==> config.mk <==
export PLATFORM = sky130hd
export DESIGN_NAME = adcop_port
export DESIGN_NICKNAME = d
export VERILOG_FILES = /design/src/verilog/adcop_port.v
export VERILOG_INCLUDE_DIRS = /design/src /design/src/verilog
export SDC_FILE = /design/constraint.sdc
export NUM_CORES = 1
export LEC_CHECK = 0
export BUFFER_PORTS_ARGS = -buffer_cell sky130_fd_sc_hd__buf_4
export CORE_ASPECT_RATIO = 1.4
export CORE_UTILIZATION = 45
export DETAILED_ROUTE_END_ITERATION = 16
export PLACE_DENSITY = 0.81
export RECOVER_POWER = 50
export SYNTH_ARGS = -nofsm -noshare
export SYNTH_HDL_FRONTEND = slang
export SYNTH_SLANG_ARGS = --single-unit
==> constraint.sdc <==
create_clock -name mclk -period 4.1 [get_ports mclk]
set_input_delay 1.025 -clock mclk [delete_from_list [all_inputs] [get_ports mclk]]
set_output_delay 1.025 -clock mclk [all_outputs]
set_load 0.02 [all_outputs]
==> src/verilog/adcop_map.vh <==
/*
 * constants for the converter output port: strap decode, code limits,
 * recovery counts and the one-hot state codes.
 * assumes inclusion by bare name from the design file.
 */
`ifndef ADCOP_MAP_VH
`define ADCOP_MAP_VH

// four strap levels, already digitised to two bits outside this block
`define ADCOP_STRAP_GND 2'h0
`define ADCOP_STRAP_THIRD 2'h1
`define ADCOP_STRAP_TWO_THIRD 2'h2
`define ADCOP_STRAP_VDD 2'h3

// 12-bit word limits, offset binary
`define ADCOP_CODE_MAX 12'hfff
`define ADCOP_CODE_MIN 12'h000

// encode cycles before valid output after nap, and stabilizer relock
`define ADCOP_NAP_CYCLES 100
`define ADCOP_RELOCK_CYCLES 100
// encode-clock silence (mclk cycles) that counts as a long stop
`define ADCOP_STOP_MCLK 64

// interrupt status layout
`define ADCOP_EV_OVF 0
`define ADCOP_EV_SLEEP_EXIT 1
`define ADCOP_EV_NAP_EXIT 2
`define ADCOP_EV_WIDTH 3

// register byte offsets on the avalon slave
`define ADCOP_REG_STATUS 4'h0
`define ADCOP_REG_CLEAR 4'h4
`define ADCOP_REG_ENABLE 4'h8
`define ADCOP_REG_STATE 4'hc

// one-hot power states
`define ADCOP_ST_RUN 4'h1
`define ADCOP_ST_NAP 4'h2
`define ADCOP_ST_SLEEP 4'h4
`define ADCOP_ST_WAKE 4'h8

`endif

==> src/verilog/adcop_port.v <==
/*
 * output port of a 12-bit sampling converter: takes each conversion
 * result on the encode clock, codes it, drives word, overflow flag and
 * a delayed encode clock, with disable and power-down pins.
 * assumes conversions arrive on mclk as raw value plus range flags; the
 * encode clock is a pin sampled by mclk (it must be well below mclk/2).
 */
// The register offsets and the Avalon-MM slave port are this design's own decisions.
`timescale 1ns/1ps

// the constants must be known before the parameter list uses them
`include "adcop_map.vh"

module adcop_port #(
    parameter WIDTH = 12,
    parameter NAP_CYCLES = `ADCOP_NAP_CYCLES,
    parameter SLEEP_CYCLES = 100000
) (
    // clock and reset
    input wire mclk,
    input wire resetn,
    // pins from outside the mclk domain
    input wire encode_clock_pos,
    input wire [1:0] format_strap,
    input wire output_disable,
    input wire power_down_pin,
    // conversion result from the core, on mclk
    input wire [WIDTH-1:0] conv_value,
    input wire conv_over,
    input wire conv_under,
    // output pins with enables
    output reg [WIDTH-1:0] sample_word,
    output reg [WIDTH-1:0] sample_word_oe,
    output reg overflow_flag,
    output reg overflow_flag_oe,
    output reg sample_clock_out,
    output reg sample_clock_out_oe,
    output reg stabilizer_on,
    output reg data_valid,
    // avalon-mm slave
    input wire [3:0] avs_address,
    input wire avs_read,
    input wire avs_write,
    input wire [31:0] avs_writedata,
    output reg [31:0] avs_readdata,
    output reg avs_waitrequest,
    output reg irq
);

    // strap levels and what they select:
    //   ground      -> offset binary, stabilizer off
    //   one third   -> offset binary, stabilizer on
    //   two thirds  -> two's complement, stabilizer on
    //   full supply -> two's complement, stabilizer off
    // the format follows the upper strap bit and the stabilizer follows
    // the middle pair; each is decoded in one place, in a function of its
    // own, called once, at the word for format and at dcs_want for the stabilizer.
    // a strap is meant to be tied, not toggled: a change while running
    // takes effect at the next encode rise (for the stabilizer, at the next mclk edge) after it has crossed the
    // synchroniser, and one word may carry the old format.

    // strap decode, one function for format and one for stabilizer
    function strap_twos;
        input [1:0] s;
        begin
            strap_twos = (s == `ADCOP_STRAP_TWO_THIRD) || (s == `ADCOP_STRAP_VDD);
        end
    endfunction

    function strap_dcs;
        input [1:0] s;
        begin
            strap_dcs = (s == `ADCOP_STRAP_THIRD) || (s == `ADCOP_STRAP_TWO_THIRD);
        end
    endfunction

    // every pin is asynchronous to mclk. the first stage may go
    // metastable, so only the second stage reads it; the agree test
    // between stages two and three filters a single-cycle glitch.
    // the price is latency: a pin edge reaches pin_q four to five mclk
    // edges later; as the agree test needs each level held two mclk cycles, the encode rate must stay under mclk/4.
    // the two strap bits are synchronised separately; a strap that is
    // tied never moves, so skew between them does not matter.
    // three-stage synchronisers for the five pin inputs
    localparam NPIN = 5;
    wire [NPIN-1:0] pin_raw;
    reg [NPIN-1:0] s1_q;
    reg [NPIN-1:0] s2_q;
    reg [NPIN-1:0] s3_q;
    reg [NPIN-1:0] pin_q;
    assign pin_raw = {power_down_pin, output_disable, format_strap, encode_clock_pos};

    genvar gi;
    generate
        for (gi = 0; gi < NPIN; gi = gi + 1) begin : g_sync
            // a change counts once the second and third stages agree
            always @(posedge mclk) begin
                if (!resetn) begin
                    s1_q[gi] <= 1'b0;
                    s2_q[gi] <= 1'b0;
                    s3_q[gi] <= 1'b0;
                    pin_q[gi] <= 1'b0;
                end else begin
                    s1_q[gi] <= pin_raw[gi];
                    s2_q[gi] <= s1_q[gi];
                    s3_q[gi] <= s2_q[gi];
                    if (s2_q[gi] == s3_q[gi]) begin
                        pin_q[gi] <= s3_q[gi];
                    end
                end
            end
        end
    endgenerate

    wire enc_s = pin_q[0];
    wire [1:0] strap_s = pin_q[2:1];
    wire dis_s = pin_q[3];
    wire pd_s = pin_q[4];

    // encode edge detection
    reg enc_prev_q;
    wire enc_rise = enc_s & ~enc_prev_q;
    wire enc_fall = ~enc_s & enc_prev_q;

    // power state machine, one-hot
    //   run:   normal conversion, outputs follow the disable pin
    //   nap:   reference kept, outputs floating
    //   sleep: everything off, outputs floating
    //   wake:  outputs back, data held invalid while the count runs
    // nap and sleep may swap while power-down stays high, since the
    // disable pin alone tells them apart. the wake count is in encode
    // cycles, not mclk cycles, because recovery follows the encode clock.
    // sleep recovery is parameterised: the real figure is milliseconds
    // and a bench would never reach it at its default.
    reg [3:0] state_q;
    reg [3:0] state_d;
    reg [16:0] wake_cnt_q;
    reg [16:0] wake_cnt_d;
    reg woke_from_sleep_q;
    reg [6:0] stop_cnt_q;
    reg [6:0] relock_cnt_q;
    localparam [16:0] NAP_CNT = NAP_CYCLES;
    localparam [16:0] SLEEP_CNT = SLEEP_CYCLES;
    localparam [6:0] STOP_LIM = `ADCOP_STOP_MCLK;
    localparam [6:0] RELOCK_LIM = `ADCOP_RELOCK_CYCLES;

    wire powered = state_q[0] | state_q[3];

    always @* begin
        state_d = state_q;
        wake_cnt_d = wake_cnt_q;
        case (state_q)
            `ADCOP_ST_RUN: begin
                if (pd_s) begin
                    state_d = dis_s ? `ADCOP_ST_SLEEP : `ADCOP_ST_NAP;
                end
            end
            `ADCOP_ST_NAP, `ADCOP_ST_SLEEP: begin
                if (!pd_s) begin
                    state_d = `ADCOP_ST_WAKE;
                    // sleep recovery is far longer: the reference restarts
                    wake_cnt_d = state_q[2] ? SLEEP_CNT : NAP_CNT;
                end else if (state_q[1] && dis_s) begin
                    state_d = `ADCOP_ST_SLEEP;
                end else if (state_q[2] && !dis_s) begin
                    state_d = `ADCOP_ST_NAP;
                end
            end
            `ADCOP_ST_WAKE: begin
                if (pd_s) begin
                    state_d = dis_s ? `ADCOP_ST_SLEEP : `ADCOP_ST_NAP;
                end else if (wake_cnt_q == 17'h00000) begin
                    state_d = `ADCOP_ST_RUN;
                end else if (enc_rise) begin
                    wake_cnt_d = wake_cnt_q - 17'h00001; // counts encode cycles
                end
            end
            default: begin
                state_d = `ADCOP_ST_RUN;
            end
        endcase
    end

    // encode clock stop detection and stabilizer relock
    wire dcs_want = strap_dcs(strap_s);
    wire locked = (relock_cnt_q == 7'h00);

    // coded word: clamp out-of-range, then invert msb for two's complement
    // the clamp comes first so that the two formats agree on which code
    // an out-of-range input gives; the flag is carried beside the word.
    reg [WIDTH-1:0] code_d;
    always @* begin
        if (conv_over) begin
            code_d = `ADCOP_CODE_MAX;
        end else if (conv_under) begin
            code_d = `ADCOP_CODE_MIN;
        end else begin
            code_d = conv_value;
        end
        if (strap_twos(strap_s)) begin
            code_d[WIDTH-1] = ~code_d[WIDTH-1];
        end
        // offset binary passes unchanged
    end

    // interrupt events
    // overflow is caught on the encode rise that samples the result, so
    // one out-of-range sample is enough to set it. the two exit events
    // fire once, on the cycle the wake count ends, and tell software
    // whether the reference had to restart. an event and a clear in the
    // same cycle leave the bit set, so no event is ever lost.
    reg [`ADCOP_EV_WIDTH-1:0] ev_stat_q;
    reg [`ADCOP_EV_WIDTH-1:0] ev_en_q;
    wire [`ADCOP_EV_WIDTH-1:0] ev_set;
    wire do_wr = avs_write & ~avs_waitrequest;
    wire do_rd = avs_read & ~avs_waitrequest;
    wire [`ADCOP_EV_WIDTH-1:0] ev_clr =
        (do_wr && avs_address == `ADCOP_REG_CLEAR) ? avs_writedata[`ADCOP_EV_WIDTH-1:0] : {`ADCOP_EV_WIDTH{1'b0}};
    wire wake_done = state_q[3] && state_d[0];
    assign ev_set[`ADCOP_EV_OVF] = enc_rise & powered & (conv_over | conv_under);
    assign ev_set[`ADCOP_EV_SLEEP_EXIT] = wake_done & woke_from_sleep_q;
    assign ev_set[`ADCOP_EV_NAP_EXIT] = wake_done & ~woke_from_sleep_q;

    // all sequential state except the pin synchronisers
    // every output pin and its enable is a flip-flop here, so the pins
    // never glitch on decode paths; the cost is one more mclk of delay.
    always @(posedge mclk) begin
        if (!resetn) begin
            enc_prev_q <= 1'b0;
            state_q <= `ADCOP_ST_RUN;
            wake_cnt_q <= 17'h00000;
            woke_from_sleep_q <= 1'b0;
            stop_cnt_q <= 7'h00;
            relock_cnt_q <= 7'h00;
            sample_word <= {WIDTH{1'b0}};
            sample_word_oe <= {WIDTH{1'b0}};
            overflow_flag <= 1'b0;
            overflow_flag_oe <= 1'b0;
            sample_clock_out <= 1'b0;
            sample_clock_out_oe <= 1'b0;
            stabilizer_on <= 1'b0;
            data_valid <= 1'b0;
            ev_stat_q <= {`ADCOP_EV_WIDTH{1'b0}};
            ev_en_q <= {`ADCOP_EV_WIDTH{1'b0}};
            avs_readdata <= 32'h00000000;
            avs_waitrequest <= 1'b1;
            irq <= 1'b0;
        end else begin
            enc_prev_q <= enc_s;
            state_q <= state_d;
            wake_cnt_q <= wake_cnt_d;
            if (state_q[2]) begin
                woke_from_sleep_q <= 1'b1;
            end else if (state_q[1]) begin
                woke_from_sleep_q <= 1'b0;
            end
            // long stop of the encode clock forces a stabilizer relock
            if (enc_rise || enc_fall) begin
                stop_cnt_q <= 7'h00;
            end else if (stop_cnt_q != STOP_LIM) begin
                stop_cnt_q <= stop_cnt_q + 7'h01;
            end
            if (dcs_want && (stop_cnt_q == STOP_LIM || !stabilizer_on)) begin
                relock_cnt_q <= RELOCK_LIM;
            end else if (enc_rise && !locked) begin
                relock_cnt_q <= relock_cnt_q - 7'h01;
            end
            stabilizer_on <= dcs_want;
            // delayed replica of the encode clock
            // it comes from the same synchronised copy that drives the
            // word update, so word and clock rise on one mclk edge and
            // the receiver has half an encode period on either side.
            sample_clock_out <= enc_s;
            // new word on the rising edge only, stable across the fall
            if (enc_rise && powered) begin
                sample_word <= code_d;
                overflow_flag <= conv_over | conv_under;
            end
            // outputs float when disabled or powered down
            // all enables move together; a partly driven bus would look
            // like a valid word to a receiver that ignores the clock.
            sample_word_oe <= {WIDTH{~dis_s & powered & ~pd_s}};
            overflow_flag_oe <= ~dis_s & powered & ~pd_s;
            sample_clock_out_oe <= ~dis_s & powered & ~pd_s;
            data_valid <= state_q[0] & ~pd_s & (locked | ~dcs_want);
            // sticky status, set wins over clear
            ev_stat_q <= (ev_stat_q & ~ev_clr) | ev_set;
            if (do_wr && avs_address == `ADCOP_REG_ENABLE) begin
                ev_en_q <= avs_writedata[`ADCOP_EV_WIDTH-1:0];
            end
            irq <= |(((ev_stat_q & ~ev_clr) | ev_set) & ev_en_q);
            // one wait cycle per access, then release
            // waitrequest idles high: the cycle with it high is used to
            // latch read data, the cycle with it low is the one where the
            // master completes. a master that holds its request past that
            // cycle simply starts a second access, never a half one.
            if ((avs_read || avs_write) && avs_waitrequest) begin
                avs_waitrequest <= 1'b0;
            end else begin
                avs_waitrequest <= 1'b1;
            end
            if ((avs_read || avs_write) && avs_waitrequest) begin
                case (avs_address)
                    `ADCOP_REG_STATUS: avs_readdata <= {29'h0, ev_stat_q};
                    `ADCOP_REG_ENABLE: avs_readdata <= {29'h0, ev_en_q};
                    `ADCOP_REG_STATE: avs_readdata <= {22'h0, data_valid, stabilizer_on, strap_s, state_q, 2'h0};
                    default: avs_readdata <= 32'h00000000;
                endcase
            end else if (do_rd) begin
                avs_readdata <= avs_readdata;
            end
        end
    end

endmodule // adcop_port

==> results of run 1 <==
## Yosys cell counts, types with 4 or more instances
library cell | count | area [µm²]
dfxtp_1 | 91 | 1822
nor2_1 | 38 | 142.6
buf_4 | 35 | 262.8
nand2_1 | 30 | 112.6
a21oi_1 | 22 | 110.1
clkbuf_1 | 21 | 78.83
and2_1 | 19 | 118.9
nor2b_1 | 16 | 100.1
o21ai_0 | 16 | 80.08
a21boi_0 | 15 | 112.6
xnor2_1 | 14 | 122.6
inv_1 | 13 | 48.80
o211a_1 | 12 | 120.1
nand3_1 | 11 | 55.05
ha_1 | 9 | 112.6
mux2i_1 | 9 | 90.09
a22oi_1 | 8 | 60.06
xor2_1 | 6 | 52.55
nand2b_1 | 5 | 31.28
nand3b_1 | 5 | 37.54
nor4_1 | 5 | 31.28
or4_1 | 5 | 37.54
a31oi_1 | 4 | 25.02
buf_2 | 4 | 20.02
nor3_1 | 4 | 20.02
## registers in the layout (all words and copies together), names as in the netlist, 2 cells and up
name,count
ev_en_q,3
state_q,4
pin_q,2
s3_q,5
ev_stat_q,3
stop_cnt_q,7
avs_readdata,10
sample_word,12
s1_q,5
wake_cnt_q,17
s2_q,5
relock_cnt_q,7
## kinds of logic after synthesis
group / count (synthesis) / share of synthesized area, %
simple gates: 165 / 21.66
compound gates: 107 / 17.50
flops: 91 / 42.04
buf+inv: 76 / 9.732
xor+xnor: 20 / 4.043
mux: 10 / 2.339
fa+ha+maj: 9 / 2.599
other cells: 1 / 0.08655
## per-layer routing
| layer | vias up | GRT usage, % |
|---|---|---|
| li1 | 1694 | - |
| met1 | 1620 | 21.48 |
| met2 | 87 | 31.55 |
| met3 | 24 | 3.226 |
| met4 | 0 | 11.33 |
| met5 | - | 0 |
## worst max-delay path, cell delays in order
cell and delay, ns:
clkbuf_1 1.36, nand2_1 0.46, or4_1 0.61, nand2_1 0.08
## how the worst max path moves through the flow
stage / start / endpoint / slack [ns] / cells past startpoint
after floorplan: avs_address[1] / ev_en_q[0]$_SDFFE_PN0P_ / 1.61 / 5
after global placement: avs_address[1] / irq$_SDFF_PN0_ / 1.37 / 6
after detailed placement: avs_address[1] / irq$_SDFF_PN0_ / 1.36 / 6
after CTS: state_q[2]$_SDFFE_PN0P_ / wake_cnt_q[6]$_SDFFE_PN0P_ / 1.31 / 5
after global routing: resetn / wake_cnt_q[14]$_SDFFE_PN0P_ / 0.55 / 4
final: resetn / wake_cnt_q[14]$_SDFFE_PN0P_ / 0.84 / 4
## power by group through the flow
stage / combinational, µW / clock (µW) / sequential, µW
2_1_floorplan: 96.8 / 0 / 926
3_3_place_gp: 121 / 0 / 924
3_5_place_dp: 123 / 0 / 925
4_1_cts: 123 / 895 / 905
5_1_grt: 131 / 928 / 907
6_report: 121 / 887 / 905
## final cells by class
class	instances	area share, %
Timing Repair Buffer	73	9.036
Clock inverter	4	1.493
Sequential cell	91	36.85
Tap cell	110	2.784
Multi-Input combinational cell	333	43.86
Inverter	13	0.9871
Clock buffer	12	4.986
## stage by stage
stage	util (%)	worst slack, ns
2_1_floorplan	-	1.609
3_3_place_gp	50.23	1.372
3_5_place_dp	50.23	1.358
4_1_cts	53.63	1.315
5_1_grt	52.55	0.5511
6_report	52.55	0.8443
==> results.cfg, run 1 <==
[power_and_ir_drop]
p_per_area_nw_per_um2 = 387.0
combPwrFrac_pct = 6.3
netSwitchingPower_uw = 417.1
sw_frac_of_total_pct = 21.80
intPower_uw = 1496
p_total_uw = 1913
p_leak_uw = 0.002141
pwr-share-clk_pct = 46.4
ir_drop_mv = 0.3270
seqPwrFrac_pct = 47.3

[floorplan]
die_w_um = 84.93
die_area_um2 = 10030
rows = 42
ios = 123
die_h_um = 118.1
start_util_pct = 46.06
coreArea_um2 = 9407

[synthesis]
syn_avg_cell_area_um2 = 9.046
ys_seq_area_share_pct = 42.04
synth_edf_count = 0
synth_cell_types = 60
synth_flop_cell = dfxtp_1
yosysWarnings = 0
netlist_area_um2 = 4333
async_flop_share_pct = 0
ys_ff_latch = 91
synth_cells = 479

[placed_design]
dp_hpwl_um = 6206
dpl.cell_count = 620
dpl_cell_area_um2 = 4725
io_buffers = 71
gp_routability_congestion = 0.8332

[min_path]
hp-class = reg -> reg
holdPathStages = 1
hold_path.startpoint = s1_q[0]$_SDFF_PN0_
holdPathEnd = s2_q[0]$_SDFF_PN0_

[cts]
hold_buffers = 0
cts_root_buf = clkbuf_16
htreeDepth = 3
post-cts-setup-buffers = 0
clockBufferDepth = 2
post_cts_resized = 0
cts_tree = built
clkTransAtPathRegs_ns = 0.06
cts_sinks = 91
cts_inserted_buffers = 9
clkLatencyLatePin_ns = 0.34

[route]
route.detailed.drc = 3
drt-met1-wl_um = 3698
top_layer = met4
routed_wirelength_um = 8922
viasPerCell = 5.385
avgRoutedWirePerCell_um = 14.03
num_vias = 3425
dr_wl_met3_um = 331
drtPass1Iterations = 12
met2WireLength_um = 4579
antenna_left = 0
drt_iter0_drc = 231

[critical_path]
startpoint_type = primary input
rr_startpoint = state_q[2]$_SDFFE_PN0P_
rrSetupSlack_ns = 1.28
path_class = in -> reg
cp.required_ns = 4.39
critical_path_arrival_ns = 3.54
r2r-end = wake_cnt_q[6]$_SDFFE_PN0P_
reg2reg_depth = 5
end_kind = flip-flop
path_max_fanout = 52

[timing]
skew_ns = 0.008079
finalSetupViolCount = 0
clock.fmax_ghz = 0.3072
tightest_slew_ns = 1.952
report.final.slew_viol_count = 53
min_period_ns = 3.256
hold_viol = 0
min_period_over_period_pct = 79.41
tns_ns = 0
hold_ws_ns = 0.4306
relSlewSlack_pct = -30.12
rsz0062_at_grt = no

[final_layout]
fin_cells = 636
synthToLayoutAreaGrowth_pct = 14.09
drive_gt1_share_pct = 13.69
mostFrequentLayoutCell = dfxtp_1
final_cell_mix = dfxtp_1 (91), buf_4 (46), nor2_1 (38)
antennaDiodeCount = 0
design_area_um2 = 4943
multi_input_comb_area_um2 = 2168
register_area_um2 = 1822
nNetsFinal = 589
fill_cells = 842

[status]
status = complete, but fails checks
violations = DRC, capacitance limit, slew limit

[grt]
grt_pass1_wl_um = 14720
grt_max_degree = 53
overflow = 0
antenna_found_initial = 0
grtUsageTotal_pct = 18.56
first_global_vias = 3162

[job]
max_cap_viol_count = 1
Note: power is estimated with default switching activity, not from simulation.
==> run 2, diff against run 1 <==
==> constraint.sdc (replaced) <==
create_clock -name mclk -period 3 [get_ports mclk]
set_input_delay 0.75 -clock mclk [delete_from_list [all_inputs] [get_ports mclk]]
set_output_delay 0.75 -clock mclk [all_outputs]
set_load 0.02 [all_outputs]
==> results.cfg, run 2 (synthesis gave the netlist of run 1 again) <==
[timing]
skew_ns = 0.005140
finalSetupViolCount = 0
tightest_slew_ns = 1.376
relSlewSlack_pct = 8.286
min_period_ns = 2.496
hold_viol = 0
report.final.slew_viol_count = 0
clock.fmax_ghz = 0.4006
rsz0062_at_grt = no
tns_ns = 0
min_period_over_period_pct = 83.21

[grt]
antenna_found_initial = 0
first_global_vias = 3198
grt_max_degree = 43
grt_pass1_wl_um = 14680
overflow = 0
grtUsageTotal_pct = 18.46

[final_layout]
final_cell_mix = dfxtp_1 (91), buf_4 (54), nor2_1 (38)
top_regs = wake_cnt_q (17), sample_word (12), avs_readdata (10)
antennaDiodeCount = 0
nNetsFinal = 597
fill_cells = 869
post-route-util_pct = 52.83
mostFrequentLayoutCell = dfxtp_1
regMostFlops = wake_cnt_q
largest_reg_flops = 17
fin_cells = 644
synthToLayoutAreaGrowth_pct = 14.70
drive_gt1_share_pct = 15.36
design_area_um2 = 4970

[floorplan]
die_area_um2 = 10030
start_util_pct = 46.06
rows = 42
die_w_um = 84.93
ios = 123
die_h_um = 118.1
coreArea_um2 = 9407

[power_and_ir_drop]
p_per_area_nw_per_um2 = 498.2
p_leak_uw = 0.002147
ir_drop_mv = 0.3781

[placed_design]
gp_routability_congestion = 0.8457
dpl_cell_area_um2 = 4785
dpl.cell_count = 628
io_buffers = 71
dp_hpwl_um = 6329

[critical_path]
path_cells = clkbuf_1 -> o21ai_0 -> o311ai_1 -> buf_4 -> a21o_1 -> buf_4 -> or4_1 -> a21oi_1
critical_path_arrival_ns = 2.76
r2r-end = wake_cnt_q[12]$_SDFFE_PN0P_
startpoint_type = flip-flop
reg2reg_depth = 8
path_class = reg -> reg
slowest_stage = or4_1
cp.required_ns = 3.27
rrSetupSlack_ns = 0.50
end_kind = flip-flop
critPathTopFamily = compound AO/OA/AOI/OAI gates
path_buf_inv = 3
crit_path_frequent_cell = buf_4
path_max_fanout = 17
rr_startpoint = state_q[2]$_SDFFE_PN0P_
crit_path_max_incr_delay_ns = 0.46

[cts]
cts_tree = built
cts_sinks = 91
cts_inserted_buffers = 9
clkLatencyLatePin_ns = 0.34
clockBufferDepth = 2
post-cts-setup-buffers = 0
hold_buffers = 0
clkTransAtPathRegs_ns = 0.06
htreeDepth = 3
post_cts_resized = 0
cts_root_buf = clkbuf_16

[route]
avgRoutedWirePerCell_um = 13.89
route.detailed.drc = 1
antenna_left = 0
drtPass1Iterations = 10
num_vias = 3440
routed_wirelength_um = 8944
drt_iter0_drc = 260
viasPerCell = 5.342

[min_path]
holdPathStages = 1
hold_path.startpoint = s1_q[0]$_SDFF_PN0_
holdPathEnd = s2_q[0]$_SDFF_PN0_
hp-class = reg -> reg

[status]
violations = DRC
status = complete, but fails checks

[job]
max_cap_viol_count = 0
[run 2: changes by cell type in the layout (fill, tap and decap cells not counted), moves of 4 or more]
cell | previous run | this run
clkinvlp_4 | 0 | 4
and2_0 | 3 | 8
buf_4 | 46 | 54
and2_1 | 16 | 11
[run 2: metrics by stage]
| step | setup slack (ns) | hold WS, ns | total power (µW) |
|---|---|---|---|
| 2_1_floorplan | 0.7836 | 0.4119 | 1398 |
| 3_3_place_gp | 0.5631 | 0.4144 | 1429 |
| 3_5_place_dp | 0.5659 | 0.4206 | 1432 |
| 4_1_cts | 0.5823 | 0.4359 | 2509 |
| 5_1_grt | 0.2692 | 0.4614 | 2573 |
| 6_report | 0.5037 | 0.4359 | 2476 |
[run 2: how the worst max path moves through the flow]
stage                                      from                           to  slack [ns]  cells after the start
floorplan                        avs_address[1]      ev_en_q[0]$_SDFFE_PN0P_        0.78                      5
global placement                 avs_address[1]               irq$_SDFF_PN0_        0.56                      6
detailed placement               avs_address[1]               irq$_SDFF_PN0_        0.57                      6
CTS                 wake_cnt_q[11]$_SDFFE_PN0P_  wake_cnt_q[13]$_SDFFE_PN0P_        0.58                      6
global route                             resetn   stop_cnt_q[2]$_SDFFE_PP0N_        0.27                      4
finish                  state_q[2]$_SDFFE_PN0P_  wake_cnt_q[12]$_SDFFE_PN0P_        0.50                      8
[run 2: final cells by class]
| type | instances | area [µm²] | share of cell area (%) |
|---|---|---|---|
| Multi-Input combinational cell | 333 | 2168 | 43.63 |
| Sequential cell | 91 | 1822 | 36.66 |
| Timing Repair Buffer | 81 | 506.7 | 10.20 |
| Clock buffer | 10 | 239.0 | 4.809 |
| Tap cell | 110 | 137.6 | 2.769 |
| Inverter | 13 | 48.80 | 0.9819 |
| Clock inverter | 6 | 47.55 | 0.9567 |
[run 2: report_power, final]
part / switching, µW / internal [µW] / leakage, µW
sequential: 13.2 / 1220 / 0.000737
combinational: 99.0 / 66.4 / 0.00128
clock: 484 / 589 / 0.000128
[run 2: per-layer routing]
layer | global-route usage (%) | vias up | routed length [µm]
li1 | - | 1711 | -
met1 | 20.56 | 1633 | 3684
met2 | 33.03 | 81 | 4692
met3 | 4.137 | 15 | 344
met4 | 8.369 | 0 | 223
met5 | 0 | - | 0
